File: src/shared/dcs_regs.svh
// Register offsets, field positions and reset values of the channel control block
`ifndef DCS_REGS_SVH
`define DCS_REGS_SVH
`define DCS_OFF_RADDR     12'h280
`define DCS_OFF_WADDR     12'h284
`define DCS_OFF_COUNT     12'h288
`define DCS_OFF_CTRL      12'h28c
`define DCS_OFF_CNT_TRIG  12'h29c
`define DCS_OFF_ABORT     12'h2a0
`define DCS_BIT_BUS_ERR   31
`define DCS_BIT_RD_ERR    30
`define DCS_BIT_WR_ERR    29
`define DCS_BIT_BUSY      24
`define DCS_BIT_SNIFF     23
`define DCS_BIT_REVERSE   22
`define DCS_BIT_QUIET     21
`define DCS_PACE_HI       20
`define DCS_PACE_LO       15
`define DCS_CHAIN_HI      14
`define DCS_CHAIN_LO      11
`define DCS_BIT_RING_SEL  10
`define DCS_RING_HI       9
`define DCS_RING_LO       6
`define DCS_SIZE_HI       3
`define DCS_SIZE_LO       2
`define DCS_BIT_EN        0
`define DCS_RST_CHAIN     4'ha
`define DCS_PACE_LINE_MAX 6'h3a
`define DCS_PACE_TMR0     6'h3b
`define DCS_PACE_TMR_MAX  6'h3e
`define DCS_RESP_OKAY     2'h0
`define DCS_RESP_SLVERR   2'h2
`endif
File: src/shared/dcs_pkg.sv
// Types shared by the channel control block
package dcs_pkg;
   typedef enum logic [1:0] {ST_IDLE, ST_PACE, ST_READ, ST_WRITE} dcs_state_e;
   // One bus transfer as presented to the memory side
   typedef struct packed {
      logic [31:0] addr;
      logic [31:0] data;
      logic [1:0]  size;
   } dcs_xfer_s;
   // Whole state of the channel
   typedef struct packed {
      dcs_state_e  state;
      logic        en;
      logic [1:0]  size;
      logic [3:0]  ring_size;
      logic        ring_sel;
      logic [3:0]  chain;
      logic [5:0]  pace_sel;
      logic        quiet;
      logic        reverse;
      logic        sniff_en;
      logic        busy;
      logic        rd_err;
      logic        wr_err;
      logic [31:0] rd_addr;
      logic [31:0] wr_addr;
      logic [31:0] count;
      logic [31:0] data;
      logic        irq;
      logic        chain_fire;
      logic        sniff_valid;
      logic        aw_got;
      logic        w_got;
      logic [11:0] aw_addr;
      logic [31:0] w_data;
      logic [3:0]  w_strb;
      logic        bvalid;
      logic [1:0]  bresp;
      logic        rvalid;
      logic [31:0] rdata;
      logic [1:0]  rresp;
   } dcs_state_s;
endpackage

File: src/core/dcs_channel.sv
// One DMA channel: control and status register, pacing, chaining, ring wrap and transfer sequencing
// Function
// - bit 31 reads OR of both fault flags
// - bus error halts channel, always raises interrupt
// - bit 30 flags read fault, write-one clears
// - bit 29 flags write fault, write-one clears
// - busy rises at start, falls at end
// - enable cleared while busy pauses, busy held
// - abort register ends sequence and drops busy
// - bit 23 shows transfers to checksum unit
// - bit 22 reverses bytes per transfer width
// - quiet mode interrupts only on null trigger or bus error
// - pace codes 0 to 0x3a pick requests
// - codes 0x3b to 0x3e pick timers
// - code 0x3f means always requesting
// - completion triggers chain target unless self
// - chain target resets to 0xa, own number only at default CHANNEL
// - bit 10 picks read or write wrap
// - field 9:6 sets wrap region size
// - ring sizes span 2 to 32768 bytes
// - enable gates triggers and transfer issue
// - width code sets step of pointers
//
// The AXI4-Lite register port is this design's own decision.
`include "dcs_regs.svh"
module dcs_channel
   import dcs_pkg::*;
#(
   parameter logic [3:0] CHANNEL    = 4'ha,  // Own channel number
   parameter int         NUM_PERIPHERAL_DATA_REQUEST   = 59,    // Peripheral request lines
   parameter int         NUM_TIMERS = 4      // Pacing timers fitted, two of them optional
) (
   // Clock and reset
   input  wire logic                aclk,
   input  wire logic                aresetn,
   // AXI4-Lite write channels
   input  wire logic [11:0]         s_axi_awaddr,
   input  wire logic                s_axi_awvalid,
   output logic                     s_axi_awready,
   input  wire logic [31:0]         s_axi_wdata,
   input  wire logic [3:0]          s_axi_wstrb,
   input  wire logic                s_axi_wvalid,
   output logic                     s_axi_wready,
   output logic [1:0]               s_axi_bresp,
   output logic                     s_axi_bvalid,
   input  wire logic                s_axi_bready,
   // AXI4-Lite read channels
   input  wire logic [11:0]         s_axi_araddr,
   input  wire logic                s_axi_arvalid,
   output logic                     s_axi_arready,
   output logic [31:0]              s_axi_rdata,
   output logic [1:0]               s_axi_rresp,
   output logic                     s_axi_rvalid,
   input  wire logic                s_axi_rready,
   // Pacing sources, same clock
   input  wire logic [NUM_PERIPHERAL_DATA_REQUEST-1:0] peripheral_data_request,
   input  wire logic [3:0]          pace_timer,
   // Chain trigger from other channels
   input  wire logic                chain_trigger_in,
   // Memory side read port
   output logic                     rd_req,
   output dcs_xfer_s                rd_xfer,
   input  wire logic                rd_done,
   input  wire logic                rd_error,
   input  wire logic [31:0]         rd_data,
   // Memory side write port
   output logic                     wr_req,
   output dcs_xfer_s                wr_xfer,
   input  wire logic                wr_done,
   input  wire logic                wr_error,
   // Checksum unit
   input  wire logic                sniff_unit_enable,
   input  wire logic [3:0]          sniff_unit_channel,
   output logic                     sniff_valid,
   output logic [31:0]              sniff_data,
   // Events toward the shared interrupt and chaining logic
   output logic                     channel_irq,
   output logic                     chain_fire,
   output logic [3:0]               chain_target
);

   dcs_state_s st;           // Registered state
   dcs_state_s next_st;      // Next state
   logic       transfer_pace_request; // Selected pacing level
   logic       wr_fire;      // Write address and data both held
   logic       ar_fire;      // Read address taken
   logic       ctrl_hit;     // Write lands on the control word
   logic       abort_hit;    // Abort names this channel
   logic       trig_hit;     // Count-and-trigger write
   logic [31:0] wmerged;     // Write data merged under strobes
   logic        start;       // Sequence begins this cycle

   // Step of a pointer for a width code
   function automatic logic [31:0] step_of(input logic [1:0] sz);
      step_of = (sz == 2'h0) ? 32'h1 : (sz == 2'h1) ? 32'h2 : 32'h4;
   endfunction

   // Advance a pointer, keeping bits above the ring untouched when wrapping
   function automatic logic [31:0] advance(input logic [31:0] a, input logic [1:0] sz,
                                           input logic [3:0] n, input logic wrap);
      logic [31:0] mask;
      logic [31:0] sum;
      mask = (32'h1 << n) - 32'h1;
      sum  = a + step_of(sz);
      if (wrap && (n != 4'h0)) begin
         advance = (a & ~mask) | (sum & mask);
      end else begin
         advance = sum;
      end
   endfunction

   // Byte reversal by transfer width
   function automatic logic [31:0] reverse(input logic [31:0] d, input logic [1:0] sz);
      if (sz == 2'h1) begin
         reverse = {d[23:16], d[31:24], d[7:0], d[15:8]};
      end else if (sz == 2'h2) begin
         reverse = {d[7:0], d[15:8], d[23:16], d[31:24]};
      end else begin
         reverse = d;                                     // bytes pass unchanged
      end
   endfunction

   // Control word as software reads it
   function automatic logic [31:0] ctrl_word(input dcs_state_s s);
      ctrl_word = 32'h0;                                  // reserved bits stay zero
      ctrl_word[`DCS_BIT_BUS_ERR] = s.rd_err | s.wr_err;
      ctrl_word[`DCS_BIT_RD_ERR]  = s.rd_err;
      ctrl_word[`DCS_BIT_WR_ERR]  = s.wr_err;
      ctrl_word[`DCS_BIT_BUSY]    = s.busy;
      ctrl_word[`DCS_BIT_SNIFF]   = s.sniff_en;
      ctrl_word[`DCS_BIT_REVERSE] = s.reverse;
      ctrl_word[`DCS_BIT_QUIET]   = s.quiet;
      ctrl_word[`DCS_PACE_HI:`DCS_PACE_LO]   = s.pace_sel;
      ctrl_word[`DCS_CHAIN_HI:`DCS_CHAIN_LO] = s.chain;
      ctrl_word[`DCS_BIT_RING_SEL]           = s.ring_sel;
      ctrl_word[`DCS_RING_HI:`DCS_RING_LO]   = s.ring_size;
      ctrl_word[`DCS_SIZE_HI:`DCS_SIZE_LO]   = s.size;
      ctrl_word[`DCS_BIT_EN]      = s.en;
   endfunction

   // Pacing selection; optional timers that are not fitted never request
   always_comb begin
      if (st.pace_sel <= `DCS_PACE_LINE_MAX) begin
         transfer_pace_request = (int'(st.pace_sel) < NUM_PERIPHERAL_DATA_REQUEST) ?
                                 peripheral_data_request[st.pace_sel] : 1'b0;
      end else if (st.pace_sel <= `DCS_PACE_TMR_MAX) begin
         transfer_pace_request = (int'(st.pace_sel - `DCS_PACE_TMR0) < NUM_TIMERS) ?
                                 pace_timer[2'(st.pace_sel - `DCS_PACE_TMR0)] : 1'b0;
      end else begin
         transfer_pace_request = 1'b1;
      end
   end

   // Bus handshakes: one write and one read at a time
   assign s_axi_awready = !st.aw_got && !st.bvalid;
   assign s_axi_wready  = !st.w_got && !st.bvalid;
   assign s_axi_arready = !st.rvalid;
   assign wr_fire  = st.aw_got && st.w_got && !st.bvalid;
   assign ar_fire  = s_axi_arvalid && s_axi_arready;
   assign wmerged  = {st.w_strb[3] ? st.w_data[31:24] : 8'h0, st.w_strb[2] ? st.w_data[23:16] : 8'h0,
                      st.w_strb[1] ? st.w_data[15:8] : 8'h0, st.w_strb[0] ? st.w_data[7:0] : 8'h0};
   assign ctrl_hit  = wr_fire && (st.aw_addr == `DCS_OFF_CTRL);
   assign trig_hit  = wr_fire && (st.aw_addr == `DCS_OFF_CNT_TRIG);
   assign abort_hit = wr_fire && (st.aw_addr == `DCS_OFF_ABORT) && wmerged[CHANNEL];

   // Next state: register file, bus slave and transfer sequencer
   always_comb begin
      next_st = st;
      next_st.irq         = 1'b0;
      next_st.chain_fire  = 1'b0;
      next_st.sniff_valid = 1'b0;
      start = 1'b0;
      // Collect write address and data in either order
      if (s_axi_awvalid && s_axi_awready) begin
         next_st.aw_got  = 1'b1;
         next_st.aw_addr = s_axi_awaddr;
      end
      if (s_axi_wvalid && s_axi_wready) begin
         next_st.w_got  = 1'b1;
         next_st.w_data = s_axi_wdata;
         next_st.w_strb = s_axi_wstrb;
      end
      if (st.bvalid && s_axi_bready) begin
         next_st.bvalid = 1'b0;
      end
      // Register writes, decoded by address
      if (wr_fire) begin
         next_st.aw_got = 1'b0;
         next_st.w_got  = 1'b0;
         next_st.bvalid = 1'b1;
         next_st.bresp  = `DCS_RESP_OKAY;
         if (st.aw_addr == `DCS_OFF_CTRL) begin
            // Fault flags clear on one; a new fault below wins
            if (wmerged[`DCS_BIT_RD_ERR]) next_st.rd_err = 1'b0;
            if (wmerged[`DCS_BIT_WR_ERR]) next_st.wr_err = 1'b0;
            if (st.w_strb[2]) begin
               next_st.sniff_en = st.w_data[`DCS_BIT_SNIFF];
               next_st.reverse  = st.w_data[`DCS_BIT_REVERSE];
               next_st.quiet    = st.w_data[`DCS_BIT_QUIET];
               next_st.pace_sel[5:1] = st.w_data[`DCS_PACE_HI:16];
            end
            if (st.w_strb[1]) begin
               next_st.pace_sel[0] = st.w_data[`DCS_PACE_LO];
               next_st.chain       = st.w_data[`DCS_CHAIN_HI:`DCS_CHAIN_LO];
               next_st.ring_sel    = st.w_data[`DCS_BIT_RING_SEL];
               next_st.ring_size[3:2] = st.w_data[`DCS_RING_HI:8];
            end
            if (st.w_strb[0]) begin
               next_st.ring_size[1:0] = st.w_data[7:`DCS_RING_LO];
               next_st.size = st.w_data[`DCS_SIZE_HI:`DCS_SIZE_LO];
               next_st.en   = st.w_data[`DCS_BIT_EN];
            end
         end else if (st.aw_addr == `DCS_OFF_RADDR) begin
            if (!st.busy) next_st.rd_addr = wmerged;
         end else if (st.aw_addr == `DCS_OFF_WADDR) begin
            if (!st.busy) next_st.wr_addr = wmerged;
         end else if (st.aw_addr == `DCS_OFF_COUNT || st.aw_addr == `DCS_OFF_CNT_TRIG) begin
            if (!st.busy) next_st.count = wmerged;
            // A null trigger closes a chain and speaks only in quiet mode
            if (trig_hit && wmerged == 32'h0 && st.quiet) next_st.irq = 1'b1;
         end else if (st.aw_addr == `DCS_OFF_ABORT) begin
            next_st.bresp = `DCS_RESP_OKAY;
         end else begin
            next_st.bresp = `DCS_RESP_SLVERR;
         end
      end
      // Control write or count trigger starts an idle enabled channel
      if ((ctrl_hit || (trig_hit && wmerged != 32'h0) || chain_trigger_in) && next_st.en && !st.busy &&
          next_st.count != 32'h0 && !abort_hit) begin
         start = 1'b1;
         next_st.busy  = 1'b1;
         next_st.state = ST_PACE;
      end
      // Transfer sequencer
      case (st.state)
         ST_PACE: begin
            // Paused while disabled, busy held
            if (st.en && transfer_pace_request) begin
               next_st.state = ST_READ;
            end
         end
         ST_READ: begin
            if (rd_done && rd_error) begin
               // Pointer stays on the failing access
               next_st.rd_err = 1'b1;
               next_st.busy   = 1'b0;
               next_st.irq    = 1'b1;
               next_st.state  = ST_IDLE;
            end else if (rd_done) begin
               next_st.data    = st.reverse ? reverse(rd_data, st.size) : rd_data;
               next_st.rd_addr = advance(st.rd_addr, st.size, st.ring_size, !st.ring_sel);
               next_st.state   = ST_WRITE;
            end
         end
         ST_WRITE: begin
            if (wr_done && wr_error) begin
               next_st.wr_err = 1'b1;
               next_st.busy   = 1'b0;
               next_st.irq    = 1'b1;
               next_st.state  = ST_IDLE;
            end else if (wr_done) begin
               next_st.wr_addr = advance(st.wr_addr, st.size, st.ring_size, st.ring_sel);
               next_st.count   = st.count - 32'h1;
               next_st.sniff_valid = st.sniff_en && sniff_unit_enable &&
                                     (sniff_unit_channel == CHANNEL);
               if (st.count == 32'h1) begin
                  next_st.busy       = 1'b0;
                  next_st.irq        = !st.quiet;
                  next_st.chain_fire = (st.chain != CHANNEL);
                  next_st.state      = ST_IDLE;
               end else begin
                  next_st.state = ST_PACE;
               end
            end
         end
         default: begin
            // Idle: keep a start decided above, otherwise stay put
            next_st.state = start ? ST_PACE : ST_IDLE;
         end
      endcase
      // Abort ends the sequence; a memory access in flight is simply dropped
      if (abort_hit) begin
         next_st.busy  = 1'b0;
         next_st.state = ST_IDLE;
      end
      // Read path: one-cycle answer
      if (st.rvalid && s_axi_rready) begin
         next_st.rvalid = 1'b0;
      end
      if (ar_fire) begin
         next_st.rvalid = 1'b1;
         next_st.rresp  = `DCS_RESP_OKAY;
         if (s_axi_araddr == `DCS_OFF_CTRL) begin
            next_st.rdata = ctrl_word(st);
         end else if (s_axi_araddr == `DCS_OFF_RADDR) begin
            next_st.rdata = st.rd_addr;
         end else if (s_axi_araddr == `DCS_OFF_WADDR) begin
            next_st.rdata = st.wr_addr;
         end else if (s_axi_araddr == `DCS_OFF_COUNT || s_axi_araddr == `DCS_OFF_CNT_TRIG) begin
            next_st.rdata = st.count;
         end else if (s_axi_araddr == `DCS_OFF_ABORT) begin
            next_st.rdata = 32'h0;
         end else begin
            next_st.rdata = 32'h0;
            next_st.rresp = `DCS_RESP_SLVERR;
         end
      end
   end

   // State register; reset leaves the channel idle with chain target 0xa, unchained at default CHANNEL
   always_ff @(posedge aclk) begin
      if (!aresetn) begin
         st       <= '0;
         st.state <= ST_IDLE;
         st.chain <= `DCS_RST_CHAIN;
      end else begin
         st <= next_st;
      end
   end

   // Outputs
   assign s_axi_bvalid = st.bvalid;
   assign s_axi_bresp  = st.bresp;
   assign s_axi_rvalid = st.rvalid;
   assign s_axi_rdata  = st.rdata;
   assign s_axi_rresp  = st.rresp;
   assign rd_req       = (st.state == ST_READ);
   assign rd_xfer      = '{addr: st.rd_addr, data: 32'h0, size: st.size};
   assign wr_req       = (st.state == ST_WRITE);
   assign wr_xfer      = '{addr: st.wr_addr, data: st.data, size: st.size};
   assign sniff_valid  = st.sniff_valid;
   assign sniff_data   = st.data;
   assign channel_irq  = st.irq;
   assign chain_fire   = st.chain_fire;
   assign chain_target = st.chain;
endmodule

File: config.mk
export PLATFORM = sky130hd
export DESIGN_NAME = dcs_channel
export DESIGN_NICKNAME = d
export VERILOG_FILES = /design/src/shared/dcs_pkg.sv /design/src/core/dcs_channel.sv
export VERILOG_INCLUDE_DIRS = /design/src /design/src/shared
export SDC_FILE = /design/constraint.sdc
export NUM_CORES = 1
export LEC_CHECK = 0
export CAP_MARGIN = 15
export CELL_PAD_IN_SITES_DETAIL_PLACEMENT = 1
export CELL_PAD_IN_SITES_GLOBAL_PLACEMENT = 1
export CORE_MARGIN = 2
export CORE_UTILIZATION = 47
export DETAILED_ROUTE_END_ITERATION = 8
export DONT_BUFFER_PORTS = 1
export PLACE_DENSITY_LB_ADDON = 0.1
export SETUP_SLACK_MARGIN = 0.1
export SLEW_MARGIN = 20
export SYNTH_ARGS = -nofsm -noshare
export SYNTH_HDL_FRONTEND = slang
export SYNTH_SLANG_ARGS = --single-unit
File: constraint.sdc
create_clock -name aclk -period 3.5 [get_ports aclk]
set_input_delay 0.175 -clock aclk [delete_from_list [all_inputs] [get_ports aclk]]
set_output_delay 0.175 -clock aclk [all_outputs]
set_load 0.005 [all_outputs]
==> flow_summary.json <==
{
  "finalHoldViolCount": 7,
  "setup_viol": 0,
  "post_cts_resized": 0,
  "fin_ws_ns": 0.445,
  "antenna_found_initial": 1,
  "ys_top_cells_by_area": "dfxtp_1 31%, buf_4 9.9%, nand2_1 7.5%, a21oi_1 5.6%, nor2_1 3.3%",
  "grt_pass1_vias": 15200,
  "area_delta_synth_final_pct": 7.01,
  "synth_edf_count": 0,
  "path_clk_slew_ns": 0.06,
  "num_vias": 15300,
  "antennaDiodeCount": 0,
  "synthCells": 1964,
  "stdcell_count": 2313,
  "postRouteAntennaNets": 0,
  "cts_tree": "done",
  "clk_path_buf_depth": 3,
  "relSlewSlack_pct": 21.3,
  "critPathKind": "reg2reg",
  "use_met3_pct": 8.48,
  "worst_pin_slew_ns": 1.18,
  "first_pass_iters": 9,
  "drc": 0,
  "synth_top_flop_cell": "dfxtp_1",
  "synth_top_cell_by_area": "dfxtp_1",
  "cp-end-kind": "flip-flop",
  "max_freq_mhz": 327,
  "grt_use_total_pct": 35.3,
  "port_buffers": 0,
  "yosysUniqueCellTypes": 101,
  "htreeDepth": 1,
  "use_met2_pct": 54.9,
  "worstPathArrival_ns": 3.52,
  "mappedNetlistArea_um2": 15600,
  "violations": "negative hold slack",
  "die_x_um": 186,
  "busiest_layer": "met2",
  "start_kind": "flip-flop",
  "critPathMaxFanout": 14,
  "grt-ovfl-total": 0,
  "async_flop_share_pct": 0,
  "grt_max_degree": 93,
  "ys_warn_count": 0,
  "layout-drive-gt1-share_pct": 11.3,
  "start_util_pct": 47.9,
  "die_h_um": 186,
  "leakagePower_nw": 5.91,
  "finalNetCount": 2035,
  "vias_per_cell": 6.60,
  "avgSynthCellArea_um2": 7.96,
  "cp_data_required_time_ns": 3.97,
  "seq_area_frac_synth_pct": 31.1,
  "cts_sinks": 243,
  "min_period_ns": 3.05,
  "cts_setup_buffers": 0,
  "core.rowCount": 66,
  "gp_congestion": 0.934,
  "min_path_type": "in2reg",
  "hold_ws_ns": -0.00827,
  "core-area_um2": 32600,
  "drv_slew": 0,
  "dieArea_um2": 34700,
  "dpl.hpwl_mm": 45.4,
  "drtIter0Drc": 1385,
  "fin_crit_sh_pct": 87.3,
  "vdd_drop_max_mv": 0.384,
  "outcome": "complete, but fails checks",
  "yosys_register_bits": 243,
  "rsz0062_at_grt": "false",
  "clock_latency_ns": 0.56,
  "wl_per_cell_um": 27.8,
  "tns_ns": 0,
  "clock_skew_ns": 0.0109,
  "power.density_nw_per_um2": 392,
  "cap_violations": 0,
  "dp.cells": 2155,
  "io_pins": 386,
  "cts-root-buf": "clkbuf_16",
  "post-place-ws_ns": 0.558,
  "grt_use_met1_pct": 47.3,
  "netlist.area_leader.share_pct": 31.1,
  "wl_mm": 64.3,
  "grt_pass1_wl_mm": 95.6,
  "cts_buffers": 29
}
==> cells by family after synthesis <==
| kind of cell | after synthesis | synth area share (%) |
|---|---|---|
| buf+inv | 362 | 14.2 |
| simple gates | 724 | 22.9 |
| compound gates | 519 | 22.5 |
| mux | 92 | 7.56 |
| fa+ha+maj | 14 | 1.22 |
| other cells | 1 | 0.0240 |
| flops | 243 | 31.1 |
| xor+xnor | 9 | 0.504 |
==> worst max-delay path, cell delays in order, from the launching register on <==
cell	delay (ns)
dfxtp_1	0.75
nor4_4	0.15
inv_1	0.14
ha_1	0.34
nor4b_4	0.44
nor2_1	0.16
nor4_2	0.34
nand4_1	0.15
mux2_2	0.29
a211oi_1	0.20
==> layout make-up <==
type	instances	area (um2)
Clock buffer	39	813
Clock inverter	14	180
Fill cell	3903	15900
Inverter	26	103
Multi-Input combinational cell	1392	8730
Sequential cell	243	4860
Tap cell	442	553
Timing Repair Buffer	157	1470
==> cell usage after synthesis (all sizes together) (8+ instances only) <==
cell / n
a31oi: 21
mux4: 16
mux2i: 37
a211oi: 57
a21oi: 175
nand4: 26
o21a: 10
and2: 20
a2111oi: 10
o22ai: 13
nor4: 31
a32oi: 9
a311oi: 8
clkbuf: 107
and3: 20
ha: 12
nand2: 314
o21ai: 60
or3: 9
a221oi: 12
nand2b: 8
nor3: 51
o211ai: 40
nand3: 47
and4: 9
buf: 229
mux2: 39
inv: 26
dfxtp: 243
a222oi: 24
nor2: 137
==> per-stage QoR <==
step / hold WS [ns] / area (um2) / util [%] / power, W
floorplan: 0.274 / 15700 / - / 0.00328
global placement: 0.265 / 14700 / 44.9 / 0.00329
detailed placement: 0.270 / 14700 / 44.9 / 0.00331
CTS: 0.00115 / 16700 / 51.2 / 0.00657
global route: 0.0106 / 16700 / 51.3 / 0.00674
finish: -0.00827 / 16700 / 51.3 / 0.00655
==> power breakdown <==
| part | internal, W | leakage [nW] | total, W | switching (W) |
|---|---|---|---|---|
| clock network | 0.00192 | 0.492 | 0.00318 | 0.00127 |
| logic | 0.000187 | 3.45 | 0.000432 | 0.000245 |
| registers | 0.00283 | 1.97 | 0.00293 | 0.000100 |
==> placed cells by master (no fill, tap or decap), types with 25 or more instances in the layout <==
master         instances
inv_1                 25
dfxtp_1              243
o211ai_1              40
mux2i_1               37
dlygate4sd3_1        103
o21ai_0               58
nand3_1               47
nor3_1                43
clkbuf_16             29
a21oi_1              175
conb_1                34
nor4_1                25
mux2_2                38
nand2_1              313
buf_4                 51
a211oi_1              56
nor2_1               137
==> path summary, 6_finish.rpt <==
| kind | startpoint | end | slack, ns | cells after the start |
|---|---|---|---|---|
| worst min-delay path | s_axi_arvalid | s_axi_rdata[25] | -0.008 | 3 |
| worst min register to register | st[66] | st[66] | 0.48 | 2 |
| worst max register to register | st[236] | flip-flop | 0.45 | 9 |
| worst max-delay path | st[236] | flip-flop | 0.45 | 9 |
==> metal layers <==
| metal | wire length [um] | vias to the layer above |
|---|---|---|
| met5 | 18 | - |
| met4 | 2610 | 2 |
| met3 | 6230 | 142 |
| met2 | 28500 | 792 |
| met1 | 27000 | 7583 |
| li1 | - | 6746 |
==> what timing repair did <==
| item | in CTS | in global routing |
|---|---|---|
| setup endpoints to repair | 0 | 0 |
| hold endpoints to repair | 126 | 0 |
| hold buffers | 104 | 0 |
Note: power is estimated with default switching activity, not from simulation.
